### src/phrh_map.svh
// Register offsets, field positions, codes and reset values of the PD hub request handler.
`ifndef PHRH_MAP_SVH
`define PHRH_MAP_SVH
`define PHRH_OFF_CTRL 6'h00
`define PHRH_OFF_SETUP 6'h04
`define PHRH_OFF_LENGTH 6'h08
`define PHRH_OFF_STATUS 6'h0C
`define PHRH_OFF_PDO_STAGE 6'h10
`define PHRH_OFF_TX_VDM 6'h14
`define PHRH_OFF_RESP 6'h18
`define PHRH_OFF_CHANGE 6'h1C
`define PHRH_OFF_CAP 6'h20
`define PHRH_CTRL_INTRUSIVE 0
`define PHRH_CTRL_RESET 1'h0
`define PHRH_CAP_RESET 20'hFFFFF
`define PHRH_KIND_FEATURE 8'h01
`define PHRH_KIND_SET_PORT_OBJECTS_REQ 8'h02
`define PHRH_KIND_GET_VENDOR_MSG_REQ 8'h03
`define PHRH_KIND_SEND_VENDOR_MSG_REQ 8'h04
`define PHRH_SEL_LAST 16'h0006
`define PHRH_SOP_LAST 16'h0002
`define PHRH_NPORTS 4
`define PHRH_PORT_MAX 8'h04
`define PHRH_MAX_PDO 3'h7
`define PHRH_MAX_PDO_N 7
`define PHRH_FIFO_DEPTH 8
`define PHRH_VDM_LEN 16'h0004
`define PHRH_CUR_LSB 0
`define PHRH_CUR_MSB 9
`define PHRH_VOLT_LSB 10
`define PHRH_VOLT_MSB 19
`endif

### src/phrh_pkg.sv
// Types shared by the PD hub request handler.
package phrh_pkg;
  // Handler sequencing states.
  typedef enum logic [1:0] {
    PHRH_IDLE = 2'b00,
    PHRH_ISSUE = 2'b01
  } phrh_state_e;
  // One bus word or power data object.
  typedef logic [31:0] phrh_word_t;
endpackage

### src/phrh_request_handler.sv
// Port request handler of a PD capable hub, reached over Avalon-MM.
//
// Overview of operation
// - Intrusive mode answers partner Requests with Wait.
// - Power role swap selector starts swap.
// - Go-to-minimum on provider port sends GotoMin.
// - Give-back on provider port returns borrowed power.
// - Accept selector accepts partner's pending request.
// - Reject selector rejects partner's pending request.
// - Hard reset, then set port change flag.
// - Cable reset, then set port change flag.
// - Bad selector, port, role or length errors.
// - Stored objects trigger updated source capabilities.
// - Objects beyond hub capability are rejected.
// - Objects advertised in supplied order.
// - Invalid objects for port give error.
// - Object request checks value, port, length.
// - Each get returns at most one message.
// - Received messages returned oldest first.
// - Empty queue answers with zero length.
// - Send destination 0, 1 or 2 only.
// - Feature requests valid only in intrusive mode.
// - Unsatisfiable feature requests report an error.
`timescale 1ns/1ps
`default_nettype none
`include "phrh_map.svh"

module phrh_request_handler
  import phrh_pkg::*;
(
  // Clock and reset.
  input wire logic clk,
  input wire logic rst_n,
  // Avalon-MM register slave.
  input wire logic [5:0] avs_address,
  input wire logic avs_read,
  input wire logic avs_write,
  input wire logic [3:0] avs_byteenable,
  input wire logic [31:0] avs_writedata,
  output logic [31:0] avs_readdata,
  output logic avs_waitrequest,
  // Port state from the protocol engine.
  input wire logic [3:0] port_provider,
  // Partner Request arrival and Wait answer.
  input wire logic rx_request,
  input wire logic [1:0] rx_request_port,
  output logic wait_tx_valid,
  output logic [1:0] wait_tx_port,
  // Feature command toward the protocol engine.
  output logic cmd_valid,
  output logic [2:0] cmd_code,
  output logic [1:0] cmd_port,
  input wire logic cmd_ready,
  // Reset completion from the protocol engine.
  input wire logic reset_done,
  input wire logic [1:0] reset_done_port,
  // Source capabilities update.
  output logic src_cap_valid,
  output logic [1:0] src_cap_port,
  output logic [2:0] src_cap_count,
  // Stored object read port.
  input wire logic [1:0] obj_rd_port,
  input wire logic [2:0] obj_rd_idx,
  output logic [31:0] obj_rd_data,
  // Received vendor messages.
  input wire logic rx_vdm_valid,
  input wire logic [1:0] rx_vdm_port,
  input wire logic [31:0] rx_vdm_word,
  // Vendor message transmit.
  output logic vdm_tx_valid,
  output logic [31:0] vdm_tx_word,
  output logic [1:0] vdm_tx_sop,
  output logic [1:0] vdm_tx_port,
  input wire logic vdm_tx_ready
);

  logic intrusive; // Policy mode: high means intrusive.
  logic [15:0] req_len; // Data length of the next request.
  logic [19:0] cap; // Hub capability limit for objects.
  phrh_word_t tx_word; // Vendor message staged for sending.
  phrh_word_t resp_word; // Message fetched by the last get.
  logic [7:0] resp_len; // Byte length of the last answer.
  logic busy; // A command waits on the engine.
  logic done; // Last request finished.
  logic err; // Last request ended in a Request Error.
  logic [3:0] change; // Per-port PD change flags.
  logic [2:0] stage_cnt; // Objects staged so far.
  phrh_word_t stage [`PHRH_MAX_PDO_N]; // Staged objects.
  phrh_word_t pdo_mem [`PHRH_NPORTS][`PHRH_MAX_PDO_N]; // Stored objects.
  phrh_word_t vdm_mem [`PHRH_NPORTS][`PHRH_FIFO_DEPTH]; // Received messages.
  logic [3:0] wr_ptr [`PHRH_NPORTS]; // FIFO write pointers.
  logic [3:0] rd_ptr [`PHRH_NPORTS]; // FIFO read pointers.
  phrh_state_e state; // Sequencer state.

  // Bus handshake decode; a transfer completes when waitrequest is low.
  logic acc;
  logic wr_en;
  assign acc = (avs_read | avs_write) & ~avs_waitrequest;
  assign wr_en = avs_write & ~avs_waitrequest & (avs_byteenable == 4'hF);

  logic setup_wr;
  assign setup_wr = wr_en & (avs_address == `PHRH_OFF_SETUP);

  // Fields of the setup word being written.
  logic [7:0] kind;
  logic [7:0] port;
  logic [15:0] value;
  logic [7:0] port_m1;
  logic [1:0] pidx;
  logic port_ok;
  assign kind = avs_writedata[7:0];
  assign port = avs_writedata[15:8];
  assign value = avs_writedata[31:16];
  assign port_m1 = port - 8'h01;
  assign pidx = port_m1[1:0];
  assign port_ok = (port != 8'h00) && (port <= `PHRH_PORT_MAX);

  // FIFO state of the addressed port.
  logic [3:0] fill;
  logic fifo_empty;
  assign fill = wr_ptr[pidx] - rd_ptr[pidx];
  assign fifo_empty = (fill == 4'h0);

  // Object checks: zero voltage is invalid, above the limit exceeds it.
  logic pdo_bad;
  always_comb begin
    pdo_bad = 1'b0;
    for (int i = 0; i < `PHRH_MAX_PDO_N; i++) begin
      if (3'(i) < stage_cnt) begin
        if (stage[i][`PHRH_VOLT_MSB:`PHRH_VOLT_LSB] == 10'h000) begin
          pdo_bad = 1'b1;
        end
        if ((stage[i][`PHRH_VOLT_MSB:`PHRH_VOLT_LSB] > cap[`PHRH_VOLT_MSB:`PHRH_VOLT_LSB]) ||
            (stage[i][`PHRH_CUR_MSB:`PHRH_CUR_LSB] > cap[`PHRH_CUR_MSB:`PHRH_CUR_LSB])) begin
          pdo_bad = 1'b1;
        end
      end
    end
  end

  // Request decode: the error verdict and the accepted actions.
  logic bad;
  logic do_feat;
  logic do_pdo;
  logic do_get;
  logic do_send;
  always_comb begin
    bad = 1'b1;
    do_feat = 1'b0;
    do_pdo = 1'b0;
    do_get = 1'b0;
    do_send = 1'b0;
    unique case (kind)
      `PHRH_KIND_FEATURE: begin
        // Non-intrusive mode is answered with an error rather than left undefined.
        bad = ~intrusive | ~port_ok | (value > `PHRH_SEL_LAST) | (req_len != 16'h0000) |
              ~port_provider[pidx];
        do_feat = ~bad;
      end
      `PHRH_KIND_SET_PORT_OBJECTS_REQ: begin
        bad = (value != 16'h0000) | ~port_ok | (req_len == 16'h0000) |
              (req_len != {11'h000, stage_cnt, 2'b00}) | pdo_bad |
              ~port_provider[pidx];
        do_pdo = ~bad;
      end
      `PHRH_KIND_GET_VENDOR_MSG_REQ: begin
        bad = (value != 16'h0000) | ~port_ok | (req_len == 16'h0000) |
              (req_len[1:0] != 2'b00);
        do_get = ~bad;
      end
      `PHRH_KIND_SEND_VENDOR_MSG_REQ: begin
        bad = (value > `PHRH_SOP_LAST) | ~port_ok | (req_len != `PHRH_VDM_LEN);
        do_send = ~bad;
      end
      default: begin
        bad = 1'b1;
      end
    endcase
  end

  logic take;
  assign take = setup_wr & ~busy;

  // Wait states: drop waitrequest for one cycle per transfer, read data ready with it.
  always_ff @(posedge clk or negedge rst_n) begin
    if (!rst_n) begin
      avs_waitrequest <= 1'b1;
    end else if ((avs_read | avs_write) & avs_waitrequest) begin
      avs_waitrequest <= 1'b0;
    end else begin
      avs_waitrequest <= 1'b1;
    end
  end

  // Read mux; unmapped offsets read as zero.
  always_ff @(posedge clk or negedge rst_n) begin
    if (!rst_n) begin
      avs_readdata <= 32'h0000_0000;
    end else if (avs_read & avs_waitrequest) begin
      unique case (avs_address)
        `PHRH_OFF_CTRL: avs_readdata <= {31'h0, intrusive};
        `PHRH_OFF_LENGTH: avs_readdata <= {16'h0000, req_len};
        `PHRH_OFF_STATUS: avs_readdata <= {13'h0, stage_cnt, resp_len, 5'h00, err, done, busy};
        `PHRH_OFF_TX_VDM: avs_readdata <= tx_word;
        `PHRH_OFF_RESP: avs_readdata <= resp_word;
        `PHRH_OFF_CHANGE: avs_readdata <= {28'h0, change};
        `PHRH_OFF_CAP: avs_readdata <= {12'h000, cap};
        default: avs_readdata <= 32'h0000_0000;
      endcase
    end
  end

  // Software configuration registers.
  always_ff @(posedge clk or negedge rst_n) begin
    if (!rst_n) begin
      intrusive <= `PHRH_CTRL_RESET;
      req_len <= 16'h0000;
      cap <= `PHRH_CAP_RESET;
      tx_word <= 32'h0000_0000;
    end else if (wr_en) begin
      if (avs_address == `PHRH_OFF_CTRL) begin
        intrusive <= avs_writedata[`PHRH_CTRL_INTRUSIVE];
      end
      if (avs_address == `PHRH_OFF_LENGTH) begin
        req_len <= avs_writedata[15:0];
      end
      if (avs_address == `PHRH_OFF_CAP) begin
        cap <= avs_writedata[19:0];
      end
      if (avs_address == `PHRH_OFF_TX_VDM) begin
        tx_word <= avs_writedata;
      end
    end
  end

  // Object staging; an object request always empties the stage, pass or fail.
  always_ff @(posedge clk or negedge rst_n) begin
    if (!rst_n) begin
      stage_cnt <= 3'h0;
    end else if (take && (kind == `PHRH_KIND_SET_PORT_OBJECTS_REQ)) begin
      stage_cnt <= 3'h0;
    end else if (wr_en && (avs_address == `PHRH_OFF_PDO_STAGE) &&
                 (stage_cnt != `PHRH_MAX_PDO)) begin
      stage[stage_cnt] <= avs_writedata;
      stage_cnt <= stage_cnt + 3'h1;
    end
  end

  // Commit staged objects to the port in the order they were supplied.
  always_ff @(posedge clk) begin
    if (take & do_pdo) begin
      for (int i = 0; i < `PHRH_MAX_PDO_N; i++) begin
        pdo_mem[pidx][i] <= stage[i];
      end
    end
  end

  // Engine read port for advertised objects.
  always_ff @(posedge clk or negedge rst_n) begin
    if (!rst_n) begin
      obj_rd_data <= 32'h0000_0000;
    end else begin
      obj_rd_data <= pdo_mem[obj_rd_port][obj_rd_idx];
    end
  end

  // Capabilities update pulse after a successful object request.
  always_ff @(posedge clk or negedge rst_n) begin
    if (!rst_n) begin
      src_cap_valid <= 1'b0;
      src_cap_port <= 2'h0;
      src_cap_count <= 3'h0;
    end else begin
      src_cap_valid <= take & do_pdo;
      if (take & do_pdo) begin
        src_cap_port <= pidx;
        src_cap_count <= stage_cnt;
      end
    end
  end

  // Received message FIFOs; a message arriving at a full queue is dropped.
  always_ff @(posedge clk or negedge rst_n) begin
    if (!rst_n) begin
      for (int p = 0; p < `PHRH_NPORTS; p++) begin
        wr_ptr[p] <= 4'h0;
      end
    end else if (rx_vdm_valid &&
                 ((wr_ptr[rx_vdm_port] - rd_ptr[rx_vdm_port]) != 4'h8)) begin
      vdm_mem[rx_vdm_port][wr_ptr[rx_vdm_port][2:0]] <= rx_vdm_word;
      wr_ptr[rx_vdm_port] <= wr_ptr[rx_vdm_port] + 4'h1;
    end
  end

  // Get: one message per answer, oldest first, zero length when empty.
  always_ff @(posedge clk or negedge rst_n) begin
    if (!rst_n) begin
      for (int p = 0; p < `PHRH_NPORTS; p++) begin
        rd_ptr[p] <= 4'h0;
      end
      resp_word <= 32'h0000_0000;
      resp_len <= 8'h00;
    end else if (take) begin
      resp_len <= 8'h00;
      if (do_get && !fifo_empty) begin
        resp_word <= vdm_mem[pidx][rd_ptr[pidx][2:0]];
        resp_len <= 8'h04;
        rd_ptr[pidx] <= rd_ptr[pidx] + 4'h1;
      end
    end
  end

  // Sequencer: feature and send commands hold valid until the engine takes them.
  always_ff @(posedge clk or negedge rst_n) begin
    if (!rst_n) begin
      state <= PHRH_IDLE;
      busy <= 1'b0;
      done <= 1'b0;
      err <= 1'b0;
      cmd_valid <= 1'b0;
      cmd_code <= 3'h0;
      cmd_port <= 2'h0;
      vdm_tx_valid <= 1'b0;
      vdm_tx_word <= 32'h0000_0000;
      vdm_tx_sop <= 2'h0;
      vdm_tx_port <= 2'h0;
    end else begin
      unique case (state)
        PHRH_IDLE: begin
          if (take) begin
            err <= bad;
            done <= bad | do_pdo | do_get;
            if (do_feat) begin
              // Swap, minimum, give-back, accept, reject and both resets go out here.
              cmd_valid <= 1'b1;
              cmd_code <= value[2:0];
              cmd_port <= pidx;
              busy <= 1'b1;
              state <= PHRH_ISSUE;
            end
            if (do_send) begin
              vdm_tx_valid <= 1'b1;
              vdm_tx_word <= tx_word;
              vdm_tx_sop <= value[1:0];
              vdm_tx_port <= pidx;
              busy <= 1'b1;
              state <= PHRH_ISSUE;
            end
          end
        end
        PHRH_ISSUE: begin
          if (cmd_valid & cmd_ready) begin
            cmd_valid <= 1'b0;
          end
          if (vdm_tx_valid & vdm_tx_ready) begin
            vdm_tx_valid <= 1'b0;
          end
          if ((cmd_valid & cmd_ready) | (vdm_tx_valid & vdm_tx_ready)) begin
            busy <= 1'b0;
            done <= 1'b1;
            state <= PHRH_IDLE;
          end
        end
      endcase
    end
  end

  // Change flags: reset completion sets, write-one clears, and the set wins.
  always_ff @(posedge clk or negedge rst_n) begin
    if (!rst_n) begin
      change <= 4'h0;
    end else begin
      for (int p = 0; p < `PHRH_NPORTS; p++) begin
        if (reset_done && (reset_done_port == 2'(p))) begin
          change[p] <= 1'b1;
        end else if (wr_en && (avs_address == `PHRH_OFF_CHANGE) && avs_writedata[p]) begin
          change[p] <= 1'b0;
        end
      end
    end
  end

  // Partner Requests are held off with Wait while intrusive.
  always_ff @(posedge clk or negedge rst_n) begin
    if (!rst_n) begin
      wait_tx_valid <= 1'b0;
      wait_tx_port <= 2'h0;
    end else begin
      wait_tx_valid <= rx_request & intrusive;
      if (rx_request) begin
        wait_tx_port <= rx_request_port;
      end
    end
  end

endmodule // phrh_request_handler
`default_nettype wire

### config.mk
export PLATFORM = sky130hd
export DESIGN_NAME = phrh_request_handler
export DESIGN_NICKNAME = d
export VERILOG_FILES = /design/src/phrh_pkg.sv /design/src/phrh_request_handler.sv
export VERILOG_INCLUDE_DIRS = /design/src
export SDC_FILE = /design/constraint.sdc
export NUM_CORES = 2
export LEC_CHECK = 0
export BUFFER_PORTS_ARGS = -buffer_cell sky130_fd_sc_hd__buf_2
export CORE_ASPECT_RATIO = 1.75
export CORE_MARGIN = 4
export CORE_UTILIZATION = 35
export DETAILED_ROUTE_END_ITERATION = 12
export SYNTH_ARGS = -nofsm -noshare
export SYNTH_HDL_FRONTEND = slang
export SYNTH_SLANG_ARGS = --single-unit
### constraint.sdc
create_clock -name clk -period 24.8 [get_ports clk]
set_input_delay 3.72 -clock clk [delete_from_list [all_inputs] [get_ports clk]]
set_output_delay 3.72 -clock clk [all_outputs]
set_load 0.005 [all_outputs]
* Word level (Yosys, flattened, before mapping)
Memory sizes are Yosys's and may differ from the RTL's.
Cells that the tools add are included.
** Operators by class
- $lt $le $gt $ge :: 33
- Add/sub/neg operators :: 6
- Reduce and logical (&&, ||, !) cells :: 61
- Equal/unequal tests :: 28
- Bitwise logic cells :: 40
- Multiplexer cells :: 94
** Operator list (number)
- $mux 256 :: 1
- $pmux 32 s7 :: 1
- $bmux 32 s3 :: 2
- $mux 32 :: 5
- $gt 10x10->1 :: 14
- $demux 32 s3 :: 1
- $logic_not 10->1 :: 7
- $mux 1 :: 52
- $mux 4 :: 10
- $bmux 4 s2 :: 4
- $bwmux 16 :: 2
- $reduce_bool 16->1 :: 2
- $eq 6x5->1 const B :: 4
- $logic_and 1x1->1 :: 20
- $demux 4 s2 :: 2
- $eq 8x2->1 const B :: 2
- $gt 16x2->1 const B :: 1
- $gt 16x3->1 const B :: 1
- $logic_not 16->1 :: 1
- $ne 16x3->1 const B :: 1
- $ne 16x5->1 :: 1
- $or 1x1->1 :: 16
- $reduce_and 3->1 :: 5
- $reduce_and 2->1 :: 7
- other kinds (41) :: 100
** Storage, ports and cells
- Input bits :: 98
- Register bits :: 270
- Bits in writable memories :: 2144
- Memories :: 3
- Output and inout bits :: 117
- Word-level logic and storage cells :: 303
** Memories
- vdm_mem :: words 4, width 256, rd ports 1, clocked after Yosys merged registers in 0, write ports 1, RTL line phrh_request_handler.sv:90 : phrh_word_t vdm_mem [`PHRH_NPORTS][`PHRH_FIFO_DEPTH];
- pdo_mem :: words 4, width 224, rd ports 1, clocked after Yosys merged registers in 0, write ports 1, RTL line phrh_request_handler.sv:89 : phrh_word_t pdo_mem [`PHRH_NPORTS][`PHRH_MAX_PDO_N];
- stage :: words 7, width 32, rd ports 7, clocked after Yosys merged registers in 0, write ports 1, RTL line phrh_request_handler.sv:88 : phrh_word_t stage [`PHRH_MAX_PDO_N];

* Logic depth before layout (Yosys ltp)
An unclocked memory read counts as a cell.
- Depth in word-level cells :: 31
- Depth in mapped cells :: 19

* Least setup slack after synthesis
OpenSTA, ideal clock, no wires.
- Kind :: in2reg
- From :: input avs_writedata[8]
- To :: memory pdo_mem[0][0] (netlist name) (enable)
- Slack :: 1082 ps
- Setup time :: 1129 ps
- Arrival :: 22589 ps
- Stages :: 12
- Data required time :: 23671 ps
- Path buffers :: 4
- Path through :: buf_2 buf_2 buf_1 inv_1 ha_1 clkbuf_1 mux4_2 nand2_1 or3_1 nor4_1 nand4_1 nor3b_1
** RTL lines
- start: declaration :: RTL line phrh_request_handler.sv:39 : input wire logic [31:0] avs_writedata,
- $sub 2x1->2 * :: RTL line phrh_request_handler.sv:114 : assign port_m1 = port - 8'h01;
- net port_m1[0] :: RTL line phrh_request_handler.sv:108 : logic [7:0] port_m1;
- $bmux 1 s2 :: RTL line phrh_request_handler.sv:163 : ~port_provider[pidx];
- $mux 1 (not written as such) :: RTL line phrh_request_handler.sv:163
- $not 1->1 :: RTL line phrh_request_handler.sv:163
- $or 1x1->1 :: RTL line phrh_request_handler.sv:162 : (req_len != {11'h000, stage_cnt, 2'b00}) | pdo_bad |
- $not 1->1 :: RTL line phrh_request_handler.sv:164 : do_pdo = ~bad;
- $mux 1 :: RTL line phrh_request_handler.sv:153 : unique case (kind)
- $and 1x1->1 :: RTL line phrh_request_handler.sv:251 : if (take & do_pdo) begin
- $mux 1 :: RTL line phrh_request_handler.sv:251
- $mux 1 (not written as such) :: RTL line phrh_request_handler.sv:253 : pdo_mem[pidx][i] <= stage[i];
- end: declaration :: RTL line phrh_request_handler.sv:89
Mark *: on every way through the listed nets, which the timed path passes. The rest lies on a longest branch. The select of a mux whose other input is x is not followed.

* Worst setup path after layout
- From :: input avs_writedata[29]
- To :: memory pdo_mem[1][112] (netlist name) (enable)
** Between the ends
- Longest elaborated chain between the ends :: 11
** RTL lines
- $reduce_bool 16->1 :: RTL line phrh_request_handler.sv:161 : bad = (value != 16'h0000) | ~port_ok | (req_len == 16'h0000) |
- $or 1x1->1 (3 in a row) :: RTL line phrh_request_handler.sv:161
- $or 1x1->1 (2 in a row) :: RTL line phrh_request_handler.sv:162
- $not 1->1 :: RTL line phrh_request_handler.sv:164
- $mux 1 :: RTL line phrh_request_handler.sv:153
- $and 1x1->1 :: RTL line phrh_request_handler.sv:251
- $mux 1 :: RTL line phrh_request_handler.sv:251
- $mux 1 (not written as such) :: RTL line phrh_request_handler.sv:253
Every way passes these cells.

==> results.toml <==
[routing]
drc = 0
drtIter0Drc = 4539
postRouteWirelength_mm = 260
drt-vias-per-instance = 5.42
dr.pass1.iters = 7
ant_nets = 0
wl_per_cell_um = 29.9
vias = 47100

[grt]
grt_pass1_wl_mm = 367
grt_pass1_vias = 49200
grt-ovfl-total = 0
grt_use_total_pct = 18.6
antenna_found_initial = 37
grt_max_degree = 121

[pwr]
p_leak_nw = 35.1
p_per_area_mw_per_mm2 = 77.0
vdd_drop_max_uv = 62.2

[clock_tree]
clock_path_buffers = 4
worstSkewPairLatency_ps = 890
cts_buffers = 218
cts_tree = "done"
holdBufCountCts = 0
path_clk_slew_ps = 60
htreeDepth = 4
numClockSinks = 2405
cts_setup_buffers = 0
cts-root-buf = "clkbuf_16"
cts-resized-gates = 0

[logic_synthesis]
syn_area_per_cell_um2 = 20.2
yosysWarnings = 0
synth.distinct_cells = 70
netlist_area_mm2 = 0.0938
ys_seq_elements = 2405
synth_nets = 4888
synth-edff-count = 2144
ys_seq_area_share_pct = 75.6
ys.flop_type = "edfxtp_1"
ys_async_sr_fraction_pct = 10.9
netlist_instances = 4635

[place]
io_buffer_count = 214
dp_hpwl_mm = 158
place_congestion = 0.837
dp_slack_ps = 14690

[die]
num_rows = 251
die_area_mm2 = 0.277
die_width_um = 399
io_pins = 215
initial_core_util_pct = 35.1
core_mm2 = 0.267
die_h_um = 693

[cells_and_area]
utilization_pct = 40.0
regArea_mm2 = 0.0709
area_growth_pct = 13.8
num-nets-final = 5217
fillCellCount = 23700
multiInputGateArea_mm2 = 0.0220
drive_gt1_share_pct = 27.5

[critical_path]
worstPathArrival_ps = 9570
crit_path_end_kind = "flop"
critPathKind = "in -> reg"
crit_chain = "buf_2 -> nor4_1 -> nand4_1 -> nor4_2 -> nand2_1 -> nor4_1 -> nand4_1 -> nor3b_2 -> buf_4 -> buf_12 -> buf_4"
crit_path_top_delay_cell = "nor4_1"
crit_path_max_incr_delay_ps = 1070
startpoint_type = "primary input"
required_ps = 25270
rrSetupSlack_ps = 18400
rr_worst_depth = 13
r2r-start = "cap[4]"
worstPathMaxFanout = 116
rr_endpoint = "pdo_mem[1][112]"

[timing]
slew_headroom_pct = 12.2
fmax_ghz = 0.110
finalWorstSetupSlack_ps = 15690
finalSetupTns_ps = 0
hold_viol = 0
worstMarginPinSlew_ps = 1320
finalSetupViolCount = 0
drv_slew = 0
period_minus_slack_ps = 9110
rsz0062_at_grt = "no"
finalCritPeriodShare_pct = 36.7
clock_skew_ps = 84.8

[hold_path]
hold_start = "stage[4][29]"
hold_path_end = "pdo_mem[3][93]"
min_path_cells = 0
hp-class = "reg -> reg"

[outcome]
status = "completed"

[job]
maxCapViolCount = 0
[stage by stage]
stage                     power, mW  instances  cell area (um2)  hold slack (ps)
after floorplan                4.78       4635            93800              448
after global placement         4.96       8286            99700              465
after detailed placement       4.97       8286            99700              479
after CTS                      8.30       8681           107000              448
after global routing           8.48       8684           107000              470
final                          8.22       8695           107000              463
[state kept, by name, summed over array words and instances, names as in the netlist, 32 cells and up]
| register | count |
|---|---|
| avs_readdata | 32 |
| vdm_tx_word | 32 |
| obj_rd_data | 32 |
| resp_word | 32 |
| stage | 224 |
| tx_word | 32 |
| vdm_mem | 1024 |
| pdo_mem | 896 |
[final cells by class]
class	count	area share, %
flip-flops and latches	2405	66.5
inverters	94	0.331
multi-input cells	1924	20.6
clock inverters	111	1.02
well taps	3542	4.15
diodes	14	0.0328
repair buffers	321	1.83
clock buffers	284	5.53
[metal layers]
metal | vias up | wire length, um | track usage [%]
li1 | 19600 | - | -
met1 | 25300 | 95100 | 22.4
met2 | 1746 | 134000 | 32.5
met3 | 474 | 20700 | 4.23
met4 | 20 | 10600 | 6.81
met5 | - | 117 | 0
[critical path: cells and delay by family]
kind | cells | cell delay (ps)
simple gates | 7 | 3180
buf+inv | 4 | 2280
[placed cells by master (no fill, tap or decap), types with 99 or more instances in the layout]
cell       count
edfxtp_1    2144
mux4_2       527
nand2_1      243
dfrtp_1      240
clkbuf_16    220
buf_2        208
mux2_2       159
ha_1         155
nand3_1      127
buf_4        106
nor2_1       103
o22ai_1       99
[worst max path at each step]
stage                      startpoint         endpoint  slack, ps  cells past startpoint
floorplan            avs_writedata[8]    pdo_mem[0][0]       1080                     12
global placement    avs_writedata[29]  pdo_mem[3][202]      14610                     11
detailed placement  avs_writedata[29]   pdo_mem[3][46]      14690                     11
CTS                 avs_writedata[29]  pdo_mem[1][206]      15610                     11
global route        avs_writedata[29]  pdo_mem[1][107]      15400                     11
finish              avs_writedata[29]  pdo_mem[1][112]      15690                     11
[cells by family (layout without fill, tap and decap cells)]
logic type | count (synthesis) | count (layout) | synth area share [%]
flops | 2405 | 2405 | 75.6
mux | 725 | 725 | 15.0
simple gates | 664 | 664 | 3.33
compound gates | 371 | 371 | 2.56
buf+inv | 306 | 810 | 1.31
fa+ha+maj | 155 | 155 | 2.07
xor+xnor | 9 | 9 | 0.0841
other cells | 0 | 14 | 0
[cells in the mapped netlist, types with 40 or more instances]
| cell | n | share of area, % |
|---|---|---|
| nand3_1 | 129 | 0.69 |
| dfrtp_1 | 240 | 6.4 |
| o22ai_1 | 99 | 0.66 |
| clkbuf_1 | 106 | 0.42 |
| o21ai_0 | 51 | 0.27 |
| inv_1 | 94 | 0.38 |
| ha_1 | 155 | 2.1 |
| buf_2 | 66 | 0.35 |
| mux2_2 | 159 | 1.9 |
| buf_1 | 40 | 0.16 |
| mux4_2 | 528 | 13 |
| nand2_1 | 246 | 0.98 |
| nor2_1 | 142 | 0.57 |
| edfxtp_1 | 2144 | 69 |
[power breakdown]
part           total (mW)  leakage [nW]  switching, mW  internal, mW
combinational       0.393          9.07          0.240         0.154
clock                3.34          3.41           1.49          1.85
sequential           4.48          22.7         0.0312          4.45
total                8.22          35.1           1.76          6.45
(Power assumes the default switching activity.)
